### config.mk
export PLATFORM = sky130hd
export DESIGN_NAME = api_response_framer
export DESIGN_NICKNAME = d
export VERILOG_FILES = /design/src/logic/arf_pkg.sv /design/src/logic/arf_apb_slave.sv /design/src/logic/arf_checksum.sv /design/src/logic/api_response_framer.sv
export SDC_FILE = /design/constraint.sdc
export NUM_CORES = 1
export LEC_CHECK = 0
export BUFFER_PORTS_ARGS = -buffer_cell sky130_fd_sc_hd__buf_2
export CAP_MARGIN = 20
export CORE_MARGIN = 8
export CORE_UTILIZATION = 30
export DETAILED_ROUTE_END_ITERATION = 10
export PLACE_DENSITY = 0.54
export SYNTH_ARGS = -nofsm -noshare
export SYNTH_HDL_FRONTEND = slang
export SYNTH_SLANG_ARGS = --single-unit
export TNS_END_PERCENT = 100
### constraint.sdc
create_clock -name clk -period 4.7 [get_ports clk]
set_input_delay 1.175 -clock clk [delete_from_list [all_inputs] [get_ports clk]]
set_output_delay 1.175 -clock clk [all_outputs]
set_load 0.02 [all_outputs]
### src/logic/arf_pkg.sv
// Package for the API response framer: frame bytes, codes, registers.
// Assumes an APB master and a byte-wide serial transmitter downstream.
`default_nettype none
package arf_pkg;
	// ----------------------------------------
	// Frame constants
	// ----------------------------------------
	localparam logic [7:0] ARF_DELIM = 8'h7E;
	localparam logic [7:0] ARF_CKSUM_BASE = 8'hFF;
	localparam logic [7:0] ARF_TYPE_CMDRSP = 8'h88;
	localparam logic [7:0] ARF_TYPE_MODEM = 8'h8A;
	localparam logic [7:0] ARF_TYPE_TXSTAT = 8'h8B;
	localparam logic [7:0] ARF_ST_HWRESET = 8'h00;
	localparam logic [7:0] ARF_ST_WDRESET = 8'h01;
	localparam logic [7:0] ARF_ST_JOINED = 8'h02;
	localparam logic [7:0] ARF_ST_DISASSOC = 8'h03;
	localparam logic [7:0] ARF_ST_COORD = 8'h06;
	localparam logic [7:0] ARF_ST_KEYUPD = 8'h07;
	localparam logic [7:0] ARF_ST_SUPPLY = 8'h0D;
	localparam logic [7:0] ARF_ST_CFGJOIN = 8'h11;
	localparam logic [7:0] ARF_ST_STACK = 8'h80;
	localparam logic [7:0] ARF_RES_OK = 8'h00;
	localparam logic [7:0] ARF_RES_ERR = 8'h01;
	localparam logic [7:0] ARF_RES_BADCMD = 8'h02;
	localparam logic [7:0] ARF_RES_BADPAR = 8'h03;
	localparam logic [7:0] ARF_RES_TXFAIL = 8'h04;
	localparam logic [7:0] ARF_HOPS_MAX = 8'h28;
	localparam int ARF_DATA_MAX = 8;
	// Body bytes ahead of the data: type, id, two name chars, result
	localparam logic [7:0] ARF_CMD_HDR = 8'h05;
	localparam logic [7:0] ARF_MODEM_LEN = 8'h02;
	localparam logic [7:0] ARF_TXST_LEN = 8'h02;
	// ----------------------------------------
	// Register map (byte addresses)
	// ----------------------------------------
	localparam logic [7:0] ARF_A_CTRL = 8'h00;
	localparam logic [7:0] ARF_A_CMD = 8'h04;
	localparam logic [7:0] ARF_A_DATALO = 8'h08;
	localparam logic [7:0] ARF_A_DATAHI = 8'h0C;
	localparam logic [7:0] ARF_A_EVENT = 8'h10;
	localparam logic [7:0] ARF_A_STATUS = 8'h14;
	localparam logic [7:0] ARF_A_IRQ = 8'h18;
	localparam logic [7:0] ARF_A_MASK = 8'h1C;
	localparam logic [7:0] ARF_A_ROUTE = 8'h20;
	localparam logic [3:0] ARF_IRQ_RESET = 4'h0;
	localparam logic [3:0] ARF_MASK_RESET = 4'h0;
	// Irq bits: 0 frame sent, 1 frame suppressed, 2 bad hop count, 3 busy
	localparam int ARF_IRQ_W = 4;

	typedef enum {ARF_IDLE, ARF_DELIMS, ARF_LENH, ARF_LENL, ARF_BODY,
		ARF_CKS} arf_phase_t;

	typedef enum logic [1:0] {ARF_K_CMD, ARF_K_MODEM, ARF_K_TXST}
		arf_kind_t;

	// One queued frame request
	typedef struct packed {
		arf_kind_t kind;
		logic [7:0] frameId;
		logic [7:0] nameHi;
		logic [7:0] nameLo;
		logic [7:0] result;
		logic [3:0] dataLen;
		logic [63:0] data;
	} arf_req_t;

	// Serial byte stream toward the host
	typedef struct packed {
		logic valid;
		logic [7:0] data;
		logic last;
	} arf_byte_t;
endpackage : arf_pkg
`default_nettype wire

### src/logic/arf_apb_slave.sv
// APB slave front: decodes transfers into read/write strobes.
// Assumes a single clock shared with the framer; zero wait states.
`timescale 1ns/1ps
`default_nettype none
module arf_apb_slave (
	input wire logic clk,
	input wire logic rstn,
	input wire logic psel,
	input wire logic penable,
	input wire logic pwrite,
	input wire logic [7:0] paddr,
	output logic pready,
	output logic pslverr,
	output logic wrStb,
	output logic rdStb,
	input wire logic mapped
);
	// ----------------------------------------
	// Access phase decode
	// ----------------------------------------
	// Answer in the first access cycle; nothing to wait on
	assign pready = psel & penable;
	assign pslverr = psel & penable & ~mapped;
	assign wrStb = psel & penable & pwrite & mapped;
	assign rdStb = psel & penable & ~pwrite;
	logic unusedClk;
	assign unusedClk = clk & rstn;
endmodule : arf_apb_slave
`default_nettype wire

### src/logic/arf_checksum.sv
// Running frame checksum over body bytes (offset 3 up to before checksum).
// Assumes the framer strobes each body byte once, clears at frame start.
`timescale 1ns/1ps
`default_nettype none
module arf_checksum (
	input wire logic clk,
	input wire logic rstn,
	input wire logic ce,
	input wire logic clear,
	input wire logic add,
	input wire logic [7:0] byteIn,
	output logic [7:0] cksum
);
	typedef struct packed {
		logic [7:0] sum;
	} arf_ck_state_t;
	arf_ck_state_t st;
	arf_ck_state_t next_st;

	always_comb begin
		next_st = st;
		if (clear) begin
			next_st.sum = 8'h00;
		end else if (add) begin
			next_st.sum = 8'(st.sum + byteIn);
		end
	end

	always_ff @(posedge clk or negedge rstn) begin
		if (!rstn) begin
			st <= '0;
		end else if (ce) begin
			st <= next_st;
		end
	end

	assign cksum = 8'(arf_pkg::ARF_CKSUM_BASE - st.sum);
endmodule : arf_checksum
`default_nettype wire

### src/logic/api_response_framer.sv
// API response framer: builds delimited, checksummed frames for the host.
// Assumes APB software posts requests; byte sink gives ready per byte.
//
// Local design decisions: the APB interface to the registers and the register addresses.
`timescale 1ns/1ps
`default_nettype none
module api_response_framer #(
	parameter int DATA_MAX = arf_pkg::ARF_DATA_MAX
) (
	input wire logic clk,
	input wire logic rstn,
	input wire logic ce,
	input wire logic psel,
	input wire logic penable,
	input wire logic pwrite,
	input wire logic [7:0] paddr,
	input wire logic [31:0] pwdata,
	output logic [31:0] prdata,
	output logic pready,
	output logic pslverr,
	input wire logic coordFormed,
	output logic txValid,
	output logic [7:0] txData,
	output logic txLast,
	input wire logic txReady,
	output logic irq
);
	if (DATA_MAX < 1 || DATA_MAX > 8) begin : g_chk
		$error("DATA_MAX must be 1..8");
	end

	typedef struct packed {
		arf_pkg::arf_phase_t phase;
		arf_pkg::arf_req_t req;
		arf_pkg::arf_req_t cur;
		logic pend;
		logic coordPend;
		logic [3:0] idx;
		logic [7:0] len;
		logic [7:0] outByte;
		logic outLast;
		logic outValid;
		logic [arf_pkg::ARF_IRQ_W-1:0] irqStat;
		logic [arf_pkg::ARF_IRQ_W-1:0] irqMask;
		logic [7:0] lastHops;
		logic [1:0] coordSync;
		logic coordPrev;
	} arf_state_t;

	arf_state_t st;
	arf_state_t next_st;
	logic wrStb;
	logic rdStb;
	logic mapped;
	logic ckClear;
	logic ckAdd;
	logic [7:0] ckVal;
	logic [7:0] bodyByte;
	logic [7:0] bodyLen;
	logic take;
	logic [arf_pkg::ARF_IRQ_W-1:0] evt;

	arf_apb_slave u_apb (
		.clk(clk),
		.rstn(rstn),
		.psel(psel),
		.penable(penable),
		.pwrite(pwrite),
		.paddr(paddr),
		.pready(pready),
		.pslverr(pslverr),
		.wrStb(wrStb),
		.rdStb(rdStb),
		.mapped(mapped)
	);

	arf_checksum u_ck (
		.clk(clk),
		.rstn(rstn),
		.ce(ce),
		.clear(ckClear),
		.add(ckAdd),
		.byteIn(bodyByte),
		.cksum(ckVal)
	);

	assign mapped = (paddr[1:0] == 2'h0) && (paddr <= arf_pkg::ARF_A_ROUTE);
	// Byte leaves when the sink takes it
	assign take = st.outValid & txReady;

	// ----------------------------------------
	// Body byte selection
	// ----------------------------------------
	always_comb begin
		bodyByte = 8'h00;
		case (st.cur.kind)
			arf_pkg::ARF_K_CMD: begin
				case (st.idx)
					4'h0: bodyByte = arf_pkg::ARF_TYPE_CMDRSP;
					4'h1: bodyByte = st.cur.frameId;
					4'h2: bodyByte = st.cur.nameHi;
					4'h3: bodyByte = st.cur.nameLo;
					4'h4: bodyByte = st.cur.result;
					// Read data, byte k from bits 8k up
					default: bodyByte = st.cur.data[8*(st.idx-4'h5) +: 8];
				endcase
			end
			arf_pkg::ARF_K_MODEM: begin
				bodyByte = (st.idx == 4'h0) ? arf_pkg::ARF_TYPE_MODEM
					: st.cur.result;
			end
			default: begin
				bodyByte = (st.idx == 4'h0) ? arf_pkg::ARF_TYPE_TXSTAT
					: st.cur.frameId;
			end
		endcase
	end

	always_comb begin
		case (st.cur.kind)
			arf_pkg::ARF_K_CMD: bodyLen = 8'(arf_pkg::ARF_CMD_HDR
				+ {4'h0, st.cur.dataLen});
			arf_pkg::ARF_K_MODEM: bodyLen = arf_pkg::ARF_MODEM_LEN;
			default: bodyLen = arf_pkg::ARF_TXST_LEN;
		endcase
	end

	// ----------------------------------------
	// Next state
	// ----------------------------------------
	always_comb begin
		next_st = st;
		evt = '0;
		ckClear = 1'b0;
		ckAdd = 1'b0;
		next_st.coordSync = {st.coordSync[0], coordFormed};
		next_st.coordPrev = st.coordSync[1];
		if (st.coordSync[1] & ~st.coordPrev) begin
			next_st.coordPend = 1'b1;
		end

		if (wrStb) begin
			case (paddr)
				arf_pkg::ARF_A_CMD: begin
					next_st.req.frameId = pwdata[7:0];
					next_st.req.nameHi = pwdata[15:8];
					next_st.req.nameLo = pwdata[23:16];
					next_st.req.result = pwdata[31:24];
				end
				arf_pkg::ARF_A_DATALO: next_st.req.data[31:0] = pwdata;
				arf_pkg::ARF_A_DATAHI: next_st.req.data[63:32] = pwdata;
				arf_pkg::ARF_A_EVENT: begin
					next_st.req.result = pwdata[7:0];
					next_st.req.frameId = pwdata[7:0];
				end
				arf_pkg::ARF_A_IRQ: next_st.irqStat = st.irqStat
					& ~pwdata[arf_pkg::ARF_IRQ_W-1:0];
				arf_pkg::ARF_A_MASK:
					next_st.irqMask = pwdata[arf_pkg::ARF_IRQ_W-1:0];
				arf_pkg::ARF_A_ROUTE: begin
					next_st.lastHops = pwdata[7:0];
					// Bad hop count is still stored, and flags irq bit 2
					if (pwdata[7:0] == 8'h00
						|| pwdata[7:0] > arf_pkg::ARF_HOPS_MAX) begin
						evt[2] = 1'b1;
					end
				end
				arf_pkg::ARF_A_CTRL: begin
					if (st.pend) begin
						evt[3] = 1'b1;
					end else begin
						next_st.req.kind = arf_pkg::arf_kind_t'(pwdata[1:0]);
						next_st.req.dataLen = (pwdata[7:4] > 4'(DATA_MAX))
							? 4'(DATA_MAX) : pwdata[7:4];
						if (pwdata[1:0] == 2'h0 && st.req.frameId == 8'h00) begin
							evt[1] = 1'b1;
						end else begin
							next_st.pend = 1'b1;
						end
					end
				end
				default: begin
				end
			endcase
		end

		case (st.phase)
			arf_pkg::ARF_IDLE: begin
				if (st.coordPend) begin
					next_st.cur.kind = arf_pkg::ARF_K_MODEM;
					next_st.cur.result = arf_pkg::ARF_ST_COORD;
					next_st.coordPend = 1'b0;
					next_st.phase = arf_pkg::ARF_DELIMS;
				end else if (st.pend) begin
					next_st.cur = st.req;
					next_st.pend = 1'b0;
					next_st.phase = arf_pkg::ARF_DELIMS;
				end
			end
			arf_pkg::ARF_DELIMS: begin
				next_st.outByte = arf_pkg::ARF_DELIM;
				next_st.outValid = 1'b1;
				next_st.outLast = 1'b0;
				next_st.len = bodyLen;
				ckClear = 1'b1;
				next_st.idx = 4'h0;
				next_st.phase = arf_pkg::ARF_LENH;
			end
			arf_pkg::ARF_LENH: begin
				if (take) begin
					next_st.outByte = 8'h00;
					next_st.phase = arf_pkg::ARF_LENL;
				end
			end
			arf_pkg::ARF_LENL: begin
				if (take) begin
					next_st.outByte = st.len;
					next_st.phase = arf_pkg::ARF_BODY;
				end
			end
			arf_pkg::ARF_BODY: begin
				if (take) begin
					next_st.outByte = bodyByte;
					ckAdd = 1'b1;
					next_st.idx = 4'(st.idx + 4'h1);
					if (8'({4'h0, st.idx} + 8'h01) == st.len) begin
						next_st.phase = arf_pkg::ARF_CKS;
					end
				end
			end
			arf_pkg::ARF_CKS: begin
				if (take) begin
					if (st.outLast) begin
						next_st.outValid = 1'b0;
						next_st.outLast = 1'b0;
						evt[0] = 1'b1;
						next_st.phase = arf_pkg::ARF_IDLE;
					end else begin
						next_st.outByte = ckVal;
						next_st.outLast = 1'b1;
					end
				end
			end
			default: next_st.phase = arf_pkg::ARF_IDLE;
		endcase
		// Set wins over a clear in the same cycle
		next_st.irqStat = next_st.irqStat | evt;
	end

	always_ff @(posedge clk or negedge rstn) begin
		if (!rstn) begin
			st <= '0;
			st.phase <= arf_pkg::ARF_IDLE;
			st.irqStat <= arf_pkg::ARF_IRQ_RESET;
			st.irqMask <= arf_pkg::ARF_MASK_RESET;
		end else if (ce) begin
			st <= next_st;
		end
	end

	// ----------------------------------------
	// Read mux and outputs
	// ----------------------------------------
	always_comb begin
		prdata = 32'h0000_0000;
		if (rdStb) begin
			case (paddr)
				arf_pkg::ARF_A_CMD: prdata = {st.req.result, st.req.nameLo,
					st.req.nameHi, st.req.frameId};
				arf_pkg::ARF_A_DATALO: prdata = st.req.data[31:0];
				arf_pkg::ARF_A_DATAHI: prdata = st.req.data[63:32];
				arf_pkg::ARF_A_STATUS: prdata = {30'h0,
					st.phase != arf_pkg::ARF_IDLE, st.pend};
				arf_pkg::ARF_A_IRQ: prdata = {28'h000_0000, st.irqStat};
				arf_pkg::ARF_A_MASK: prdata = {28'h000_0000, st.irqMask};
				arf_pkg::ARF_A_ROUTE: prdata = {24'h00_0000, st.lastHops};
				default: prdata = 32'h0000_0000;
			endcase
		end
	end

	assign txValid = st.outValid;
	assign txData = st.outByte;
	assign txLast = st.outLast;
	assign irq = |(st.irqStat & st.irqMask);
endmodule : api_response_framer
`default_nettype wire

Word-level counts from Yosys, hierarchy flattened
Index checks and enable logic that the tools add are counted.
- bits in registers: 287
- input bits: 48
- output and inout port bits: 45
- word-level logic and storage cells: 179
- add/subtract/negate cells: 6
- magnitude comparators: 3
- equality and inequality tests: 27
- shift-type cells: 1
- mux-type cells: 60
- bitwise gates (word level): 16
- reduce and logical (&&, ||, !) cells: 37
- operators by type and width (kind ; count):
    32-bit two-way mux ; 9
    32-bit one-hot mux with 7 select lines ; 1
    32-bit one-hot mux with 6 select lines ; 1
    103-bit two-way mux ; 1
    8-bit two-way mux ; 10
    8-bit one-hot mux with 5 select lines ; 2
    32-bit by 2-bit equality test with 1-bit output, second input constant ; 2
    32-bit by 3-bit equality test with 1-bit output, second input constant ; 2
    64-bit by 33-bit indexed part select with 8-bit output ; 1
    32-bit by 1-bit equality test with 1-bit output, second input constant ; 1
    8-bit by 5-bit equality test with 1-bit output, second input constant ; 4
    32-bit zero test ; 1
    8-bit one-hot mux with 2 select lines ; 2
    32-bit nonzero test ; 1
    3-bit AND reduction ; 10
    8-bit zero test ; 3
    1-bit two-way mux ; 22
    8-bit by 4-bit equality test with 1-bit output, second input constant ; 2
    16-bit two-way mux ; 1
    4-bit two-way mux ; 4
    2-bit != test, second input constant ; 7
    4-bit AND reduction ; 3
    10-bit two-way mux ; 1
    2-bit nonzero test ; 5
    37 further kinds ; 54

Logic depth before layout (Yosys ltp)
Gate-level depths: netlist of run 1.
- word-level depth: 9
- gate-level depth with buffers: 19
- gate-level depth less buffers: 17

Modules after synthesis
A second synthesis of run 1 with hierarchy kept.
- cell total of the unflattened synthesis: 1267
- area, all modules: 12709.7 sq um
- by module, submodules not included (module ; instances ; cells each ; area an instance (sq um) ; sequential area each (sq um)):
    api_response_framer ; 1 ; 1195 ; 12025.3 ; 6180.9
    arf_checksum ; 1 ; 68 ; 648.1 ; 200.2
    arf_apb_slave ; 1 ; 4 ; 36.3 ; 0.0

Least setup slack after synthesis of run 1
Ideal clock, no wire load.
- path kind: input-to-output
- from: in paddr[1]
- to: out prdata[4]
- data arrival time: 3.039 ns
- data required time: 3.525 ns
- slack: 0.486 ns
- stages: 5
- buffers on the path: 0
- cell sequence: or4_4 or3_4 nor3b_1 a22oi_1 a21oi_1
- cells in the longest elaborated chain, start to end: 3
- elaborated cells between the ends (all ways): 9
- those cells by class: eq/ne: 7; mux: 2
- ends and longest elaborated chain (item ; line ; RTL):
    from (decl) ; api_response_framer.sv:16 ; input wire logic [7:0] paddr,
    8-bit by 6-bit equality test with 1-bit output (tied with other cells) ; api_response_framer.sv:267 ; case (paddr)
    32-bit one-hot mux with 7 select lines * ; api_response_framer.sv:267 ;
    32-bit two-way mux * ; api_response_framer.sv:266 ; if (rdStb) begin
    to (decl) ; api_response_framer.sv:18 ; output logic [31:0] prdata,
Every way passes the cells marked *; elsewhere a longest branch is shown, timed or not.

Final worst setup path of run 1
- from: in paddr[1]
- to: out prdata[30]
The elaborated chain is that of the path after synthesis.

==> impl_metrics.toml, run 1 <==
[setup_path]
crit_fanout = 23
cp-end-kind = "output pin"
start_kind = "input pin"
crit_arrival_ns = 3.22
cp.required_ns = 3.52
r2r_cells = 15
crit_type = "in2out"

[power]
power_density_nw_per_um2 = 427
p_total_w = 0.00619
max-vdd-ir-drop_mv = 0.296
p_leak_nw = 7.20

[place]
dp_slack_ns = 0.343
post_dp_cell_area_um2 = 13500
gp_congestion = 0.832
port_buffers = 92
dp.final_hpwl_mm = 26.4

[drt]
first_pass_iters = 6
num_vias = 9500
dr.first_iter.drc_count = 712
drt-wirelength-per-cell_um = 20.7
routed_via_density = 5.14
drt_wl_total_mm = 38.3
ant_nets = 0
drc = 0

[synth]
syn-cell-area_um2 = 12500
yosys_warnings = 0
synth-seq-cells = 255
ys_seq_area_frac = 0.509
synth_edf_count = 0
netlist_instances = 1230
avgSynthCellArea_um2 = 10.2
yosysUniqueCellTypes = 64
syn_nets = 1291
ys.flop_type = "dfrtp_1"
synthArstFlopShare = 1.00

[sta]
rsz0062_at_grt = "no"
relSlewSlack = 0.289
fin_crit_sh = 0.935
slew_violations = 0
tightest_slew_ns = 1.07
finalHoldViolations = 0
setup_viol = 0
setup_tns_ns = 0
fmaxAchievable_ghz = 0.228
finClkSkew_ns = 0.0103
layout_min_cycle_time_ns = 4.39
fin_ws_ns = 0.307

[final_layout]
area.sequential_um2 = 6380
antenna_cells = 0
fin_nets = 1347
drive_gt1_frac = 0.247
multiInputGateArea_um2 = 5680
fin_util = 0.349
fill_cells = 4230
final_cell_area_um2 = 14500
synthToLayoutAreaGrowth_pct = 15.7

[floorplanning]
dieWidth_um = 220
start_util = 0.301
dieHeight_um = 220
fp.dieArea_um2 = 48600
rows = 75
fp.coreArea_um2 = 41600
num_io_pins = 93

[clocking]
cts-resized-gates = 0
holdBufCountCts = 0
clk_pin_slew_worst_paths_ns = 0.06
cts_setup_buffers = 0
clock-sinks = 255
cts_buffers = 29
cts_buffer_depth = 3
h-tree-depth = 1
root_buffer = "clkbuf_16"
clk_latency_ns = 0.57
cts_tree = "yes"

[global_routing]
antenna_found_initial = 0
grt_pass1_wl_mm = 60.3
grt_util_all_layers = 0.159
gr-total-overflow = 0
grt_start_max_net_pins = 99
grt_pass1_vias = 9945

[outcome]
status = "complete, no violations"

[hold_path]
whs_path_depth = 2
hp-class = "reg2reg"

[run]
cap_violations = 0
-- kinds of logic (layout without fill, tap and decap cells) --
kind of cell / Yosys count / in the layout / synth area share
AND/OR/NAND/NOR: 470 / 470 / 0.160
flip-flops: 255 / 255 / 0.509
AO/OA/AOI/OAI: 199 / 199 / 0.106
multiplexers: 170 / 170 / 0.164
buffers and inverters: 109 / 188 / 0.0380
XOR/XNOR: 14 / 14 / 0.00979
adder cells (fa/ha/maj): 13 / 13 / 0.0136
-- registers in the layout, summed over array words and instances (netlist names) --
| signal | count |
|---|---|
| u_ck.st | 8 |
| txValid | 1 |
| txData | 8 |
| st | 235 |
| next_st | 2 |
| txLast | 1 |
-- cell type report --
| type | instances | share of cell area |
|---|---|---|
| Sequential cell | 255 | 0.440 |
| Multi-Input combinational cell | 866 | 0.392 |
| Clock buffer | 44 | 0.0602 |
| Timing Repair Buffer | 113 | 0.0468 |
| Tap cell | 539 | 0.0465 |
| Clock inverter | 10 | 0.00906 |
| Inverter | 21 | 0.00544 |
-- power by group --
| part | internal [W] | switching (W) | leakage, nW | total, W |
|---|---|---|---|---|
| clock | 0.00140 | 0.000973 | 0.488 | 0.00237 |
| combinational | 0.000499 | 0.000796 | 3.22 | 0.00130 |
| sequential | 0.00233 | 0.000195 | 3.49 | 0.00252 |
| total | 0.00422 | 0.00196 | 7.20 | 0.00619 |
-- per-stage QoR --
step / instances / hold slack [ns]
after floorplan: 1230 / 0.435
after global placement: 1794 / 0.454
after detailed placement: 1794 / 0.463
after CTS: 1848 / 0.476
after global routing: 1848 / 0.505
final: 1848 / 0.469
-- path summary, 6_finish.rpt --
check                                      start                endpoint  slack [ns]
max                                     paddr[1]              prdata[30]        0.31
min                        txData[0]$_DFFE_PN0P_   txData[0]$_DFFE_PN0P_        0.47
max reg2reg                   st[38]$_DFFE_PN0P_  u_ck.st[7]$_DFFE_PN0P_        0.65
min reg2reg                txData[0]$_DFFE_PN0P_   txData[0]$_DFFE_PN0P_        0.47
max in group asynchronous                   rstn     txValid$_DFFE_PN0P_        3.17
min in group asynchronous                   rstn     st[192]$_DFFE_PN0P_        0.61
-- layer usage --
layer / vias up / GRT usage / wire length, µm
li1: 4391 / - / -
met1: 4786 / 0.212 / 16800
met2: 255 / 0.265 / 18400
met3: 68 / 0.0234 / 1860
met4: 0 / 0.0499 / 1190
met5: - / 0 / 0
-- layout by cell type (no fill, tap or decap), drive strengths merged, types with 3 or more instances in the layout --
master and count:
a21o 6, nand3 17, xor2 6, mux2i 24, inv 23, a21oi 40, nor2b 7, nor3 10
and2 4, clkinv 4, dfrtp 255, mux2 131, buf 113, ha 12, nand3b 6, a22o 10
xnor2 8, mux4 15, nor2 60, nor3b 3, nand2 333, o41ai 3, nand2b 8, nor4 6
o221ai 6, a222oi 11, o21ai 57, and3 7, o22a 3, o221a 3, o22ai 6, a22oi 37
clkbuf 44, o31ai 3
-- worst max-delay path, stage by stage --
cell and delay, ns:
buf_2 0.10, or4_4 0.55, nor3_1 0.16, nand2_1 0.24, or2_2 0.40, buf_4 0.23, nor2_1 0.15, buf_2 0.19
-- cell usage after synthesis (5+ instances only) --
master      n  area (µm²)
a21oi_1    40         200
o21ai_0    56         280
mux4_2     15         338
nand2_1   332        1250
clkbuf_1   54         203
mux2_2    130        1460
buf_1       9        33.8
nand2b_1    7        43.8
a222oi_1   11         110
xnor2_1     8        70.1
dfrtp_1   255        6380
nor2_1     58         218
mux2i_1    24         240
buf_4      12        90.1
nand3b_1    5        37.5
xor2_1      6        52.6
ha_1       12         150
inv_1      21        78.8
a21o_1      6        45.0
o22ai_1     6        37.5
nand3_1    16        80.1
a22oi_1    37         278
o221ai_1    6        52.6
nor4_1      5        31.3
nor3_1     10        50.1
a22o_1     10        87.6
buf_2      12        60.1
nor2b_1     7        43.8
and3_1      7        43.8
Note: power is estimated with default switching activity, not from simulation.
==> run 2, diff against run 1 <==
- RECOVER_POWER: not set -> 25
==> impl_metrics.toml, run 2 (same netlist as run 1, synthesis figures left out) <==
[sta]
tightest_slew_ns = 2.42
layout_min_cycle_time_ns = 4.39
fin_ws_ns = 0.310
rsz0062_at_grt = "no"
setup_tns_ns = 0
fin_crit_sh = 0.934
fmaxAchievable_ghz = 0.228
slew_violations = 87
worst_hold_slack_ns = 0.469
relSlewSlack = -0.612
setup_viol = 0
finalHoldViolations = 0
finClkSkew_ns = 0.0103

[clocking]
clk_latency_ns = 0.57
cts_tree = "yes"
clk_pin_slew_worst_paths_ns = 0.06
cts-resized-gates = 0
cts_buffer_depth = 3
root_buffer = "clkbuf_16"
clock-sinks = 255
holdBufCountCts = 0
cts_buffers = 29
cts_setup_buffers = 0
h-tree-depth = 1

[final_layout]
fin_util = 0.348
drive_gt1_frac = 0.246
final_cell_mix = "nand2_1 (332), dfrtp_1 (255), mux2_2 (130), buf_2 (90), nor2_1 (58)"
synthToLayoutAreaGrowth_pct = 15.6
regMostFlops = "st"
final_common_cell = "nand2_1"
fin_nets = 1347
fill_cells = 4232
largest_register_ffs = 235
antenna_cells = 0

[place]
gp_congestion = 0.832
dp_slack_ns = 0.343
port_buffers = 92
dp.final_hpwl_mm = 26.4

[global_routing]
use_met3 = 0.0234
antenna_found_initial = 0
grt_util_all_layers = 0.159
grt_use_met1 = 0.212
grt_use_met2 = 0.265
grt_busiest_layer = "met2"
grt_pass1_vias = 9945
gr-total-overflow = 0
grt_start_max_net_pins = 99
grt_pass1_wl_mm = 60.3

[drt]
ant_nets = 0
routed_via_density = 5.14
drt-wirelength-per-cell_um = 20.7
num_vias = 9498
first_pass_iters = 5
dr.first_iter.drc_count = 712
drt_wl_total_mm = 38.3
drc = 0

[floorplanning]
start_util = 0.301
dieWidth_um = 220
fp.dieArea_um2 = 48600
fp.coreArea_um2 = 41600
rows = 75
dieHeight_um = 220
num_io_pins = 93

[power]
power_density_nw_per_um2 = 427
p_leak_nw = 7.19
max-vdd-ir-drop_mv = 0.296

[setup_path]
crit_type = "in2out"
start_kind = "input pin"
crit_arrival_ns = 3.22
cp-end-kind = "output pin"
crit_fanout = 23
cp.required_ns = 3.52

[hold_path]
hp-class = "reg2reg"

[run]
cap_violations = 1

[outcome]
violations = "max-capacitance violations, max-slew violations"
status = "finished, violations left"
-- run 2: path summary, 6_finish.rpt --
path / from / to / slack (ns) / cells after the start
max: paddr[1] / prdata[30] / 0.31 / 8
max in group asynchronous: rstn / txValid$_DFFE_PN0P_ / 1.89 / 2
min reg2reg: txData[0]$_DFFE_PN0P_ / txData[0]$_DFFE_PN0P_ / 0.47 / 2
min in group asynchronous: rstn / st[192]$_DFFE_PN0P_ / 1.31 / 1
max reg2reg: st[38]$_DFFE_PN0P_ / u_ck.st[7]$_DFFE_PN0P_ / 0.65 / 15
min: txData[0]$_DFFE_PN0P_ / txData[0]$_DFFE_PN0P_ / 0.47 / 2
-- run 2: metal layers --
| layer | vias up | routed length [µm] |
|---|---|---|
| met5 | - | 0 |
| met4 | 0 | 1190 |
| met3 | 68 | 1810 |
| met2 | 249 | 18400 |
| met1 | 4790 | 16900 |
| li1 | 4391 | - |
-- run 2: area by class of cell --
| cell class | count | area, µm² | share of cell area |
|---|---|---|---|
| well taps | 539 | 674 | 0.0466 |
| clock buffers | 44 | 872 | 0.0602 |
| multi-input cells | 866 | 5680 | 0.392 |
| inverters | 21 | 78.8 | 0.00544 |
| repair buffers | 113 | 667 | 0.0460 |
| flip-flops and latches | 255 | 6380 | 0.441 |
| clock inverters | 10 | 131 | 0.00907 |
-- run 2: power breakdown --
group / leakage [nW] / switching (W) / internal (W) / total (W)
Clock: 0.488 / 0.000973 / 0.00140 / 0.00237
Sequential: 3.49 / 0.000195 / 0.00233 / 0.00252
Combinational: 3.22 / 0.000797 / 0.000499 / 0.00130
Total: 7.19 / 0.00196 / 0.00422 / 0.00619
-- run 2: per-stage QoR --
stage	instances	instance area (µm²)	power, W
floorplan	1230	12500	0.00344
global placement	1794	13500	0.00383
detailed placement	1794	13500	0.00385
CTS	1848	14500	0.00624
global route	1848	14500	0.00650
finish	1848	14500	0.00619
-- run 2: worst max-delay path, stage by stage --
cell	delay [ns]
buf_2	0.10
or4_4	0.55
nor3_1	0.16
nand2_1	0.24
or2_2	0.40
buf_4	0.23
nor2_1	0.15
buf_2	0.19
==> run 3, diff against run 2 <==
- ABC_AREA: not set -> 1
==> impl_metrics.toml, run 3 <==
[sta]
setup_tns_ns = 0
fmaxAchievable_ghz = 0.238
tightest_slew_ns = 3.36
layout_min_cycle_time_ns = 4.20
finalHoldViolations = 0
slew_violations = 127
setup_viol = 0
rsz0062_at_grt = "no"
fin_crit_sh = 0.895
relSlewSlack = -1.24
finClkSkew_ns = 0.0204

[hold_path]
hp-class = "reg2reg"
hold_start = "st[0]$_DFFE_PN0P_"

[setup_path]
max_stage_delay_ns = 0.46
crit_fanout = 27
cp.required_ns = 3.52
slowest_stage = "inv_2"
crit_arrival_ns = 3.03
crit_chain = "buf_2 -> inv_1 -> nand2_1 -> nor3_1 -> nand2_2 -> inv_2 -> nand2_1 -> nand2_1 -> a221oi_1 -> a21oi_1 -> buf_2"
critical_path.most_common_cell = "nand2_1"
start_kind = "input pin"
cp-end-kind = "output pin"
endpoint = "prdata[1]"
r2r_cells = 20
r2r_end = "u_ck.st[6]$_DFFE_PN0P_"
crit_type = "in2out"
r2r_start = "st[38]$_DFFE_PN0P_"
reg2reg_slack_ns = 0.95
startpoint = "paddr[1]"

[clocking]
cts_setup_buffers = 0
h-tree-depth = 1
root_buffer = "clkbuf_16"
cts-resized-gates = 0
clk_pin_slew_worst_paths_ns = 0.06
clk_latency_ns = 0.57
cts_buffer_depth = 3
clock-sinks = 255
holdBufCountCts = 0
cts_tree = "yes"
cts_buffers = 28

[final_layout]
fin_nets = 1664
fill_cells = 4284
multiInputGateArea_um2 = 4950
final_cell_mix = "nand2_1 (437), dfrtp_1 (255), o21ai_0 (184), inv_1 (169), buf_2 (90)"
final_common_cell = "nand2_1"
largest_register_ffs = 235
stdcell_count = 2157
drive_gt1_frac = 0.114
area.sequential_um2 = 6380
regMostFlops = "st"
synthToLayoutAreaGrowth_pct = 14.9
antenna_cells = 0

[global_routing]
grt_start_max_net_pins = 128
gr-total-overflow = 0
grt_util_all_layers = 0.167
antenna_found_initial = 0
grt_pass1_wl_mm = 63.3
grt_pass1_vias = 10673

[place]
placed_cells = 2105
port_buffers = 92
dp.final_hpwl_mm = 29.7
gp_congestion = 0.956

[outcome]
violations = "max-capacitance violations, max-slew violations"
status = "finished, violations left"

[synth]
syn-cell-area_um2 = 12400
netlist_instances = 1537
ys.flop_type = "dfrtp_1"
synth_edf_count = 0
muxShareOfSynthArea = 0.000906
synthAdderAreaFrac = 0.0137
synth-seq-cells = 255
yosys-top-cells-count = "nand2_1 (437), dfrtp_1 (255), o21ai_0 (184), inv_1 (167), nor2_1 (84)"
synthArstFlopShare = 1.00
synth-compound-area-share = 0.173
yosys_warnings = 0
synth_top_family_by_area = "simple AND/OR/NAND/NOR gates"
synth_xor_area_frac = 0.00423
yosysTopAreaCell = "dfrtp_1"
synthSimpleGateAreaFrac = 0.207
yosys.area.top_type_share = 0.513
synth_most_common_cell = "nand2_1"
yosysUniqueCellTypes = 43
avgSynthCellArea_um2 = 8.09
syn_nets = 1598
ys_seq_area_frac = 0.513
synthTopCellsByArea = "dfrtp_1 (51%), nand2_1 (13%), o21ai_0 (7.4%)"

[floorplanning]
num_io_pins = 93
dieWidth_um = 220
rows = 74
fp.coreArea_um2 = 40800
dieHeight_um = 220
fp.dieArea_um2 = 48200
start_util = 0.304

[drt]
drt_wl_total_mm = 40.2
drc = 0
num_vias = 10685
routed_via_density = 4.95
first_pass_iters = 4
ant_nets = 0
dr.first_iter.drc_count = 755
drt-wirelength-per-cell_um = 18.6

[power]
p_total_w = 0.00743
netSwitchingFraction = 0.377
switching_power_w = 0.00280
p_leak_nw = 6.92
p_clk_frac = 0.312
power_density_nw_per_um2 = 520
comb_power_share = 0.325
max-vdd-ir-drop_mv = 0.262
p_int_w = 0.00463
pwr-share-seq = 0.362

[run]
cap_violations = 1
[run 3: changes by cell type after synthesis, sizes merged, moves of 33 or more]
cell	previous run	this run
inv	21	177
nand2	333	445
o21ai	57	241
nand3	17	55
a22oi	37	2
mux2	131	1
clkbuf	54	21
[run 3: cells by family (layout without fill, tap and decap cells)]
logic type	after synthesis	in the layout
fa+ha+maj	13	13
buf+inv	249	337
simple gates	626	626
flops	255	255
compound gates	387	387
mux	1	1
xor+xnor	6	6
[run 3: area by class of cell]
class | count | share of cell area
clock buffer | 41 | 0.0602
clock inverter | 11 | 0.00946
inverter | 179 | 0.0470
multi-input combinational | 1033 | 0.346
sequential | 255 | 0.447
tap | 532 | 0.0466
timing repair buffer | 106 | 0.0437
[run 3: how the worst min path moves through the flow]
stage | to | slack (ns) | depth (start not counted)
2_1_floorplan | st[41]$_DFFE_PN0P_ | 0.43 | 1
3_3_place_gp | st[41]$_DFFE_PN0P_ | 0.44 | 1
3_5_place_dp | st[41]$_DFFE_PN0P_ | 0.45 | 1
4_1_cts | st[41]$_DFFE_PN0P_ | 0.45 | 1
5_1_grt | st[41]$_DFFE_PN0P_ | 0.47 | 1
6_report | st[41]$_DFFE_PN0P_ | 0.45 | 1
[run 3: power groups by stage]
stage | clock network, W | registers [W] | logic (W)
floorplan | 0 | 0.00268 | 0.00172
global placement | 0 | 0.00272 | 0.00239
detailed placement | 0 | 0.00273 | 0.00241
CTS | 0.00236 | 0.00269 | 0.00242
global route | 0.00245 | 0.00273 | 0.00271
finish | 0.00232 | 0.00269 | 0.00242
[run 3: routing by layer]
layer  vias to the layer above  part of all wire  GRT usage
li1                       5153                 -          -
met1                      5179              0.46      0.229
met2                       284              0.46      0.267
met3                        69             0.045     0.0239
met4                         0             0.033     0.0598
met5                         -                 0          0
[run 3: critical path, delay by kind of cell]
family	cells	cell delay (ns)
buf+inv	4	0.82
simple gates	5	0.80
compound gates	2	0.23
[run 3: metrics by stage]
step | instance area, µm² | setup slack, ns | util | hold WS, ns
floorplan | 12400 | 1.01 | - | 0.431
global placement | 13300 | 0.577 | 0.326 | 0.438
detailed placement | 13300 | 0.532 | 0.326 | 0.447
CTS | 14300 | 0.528 | 0.350 | 0.453
global route | 14300 | 0.319 | 0.350 | 0.470
finish | 14300 | 0.496 | 0.350 | 0.449
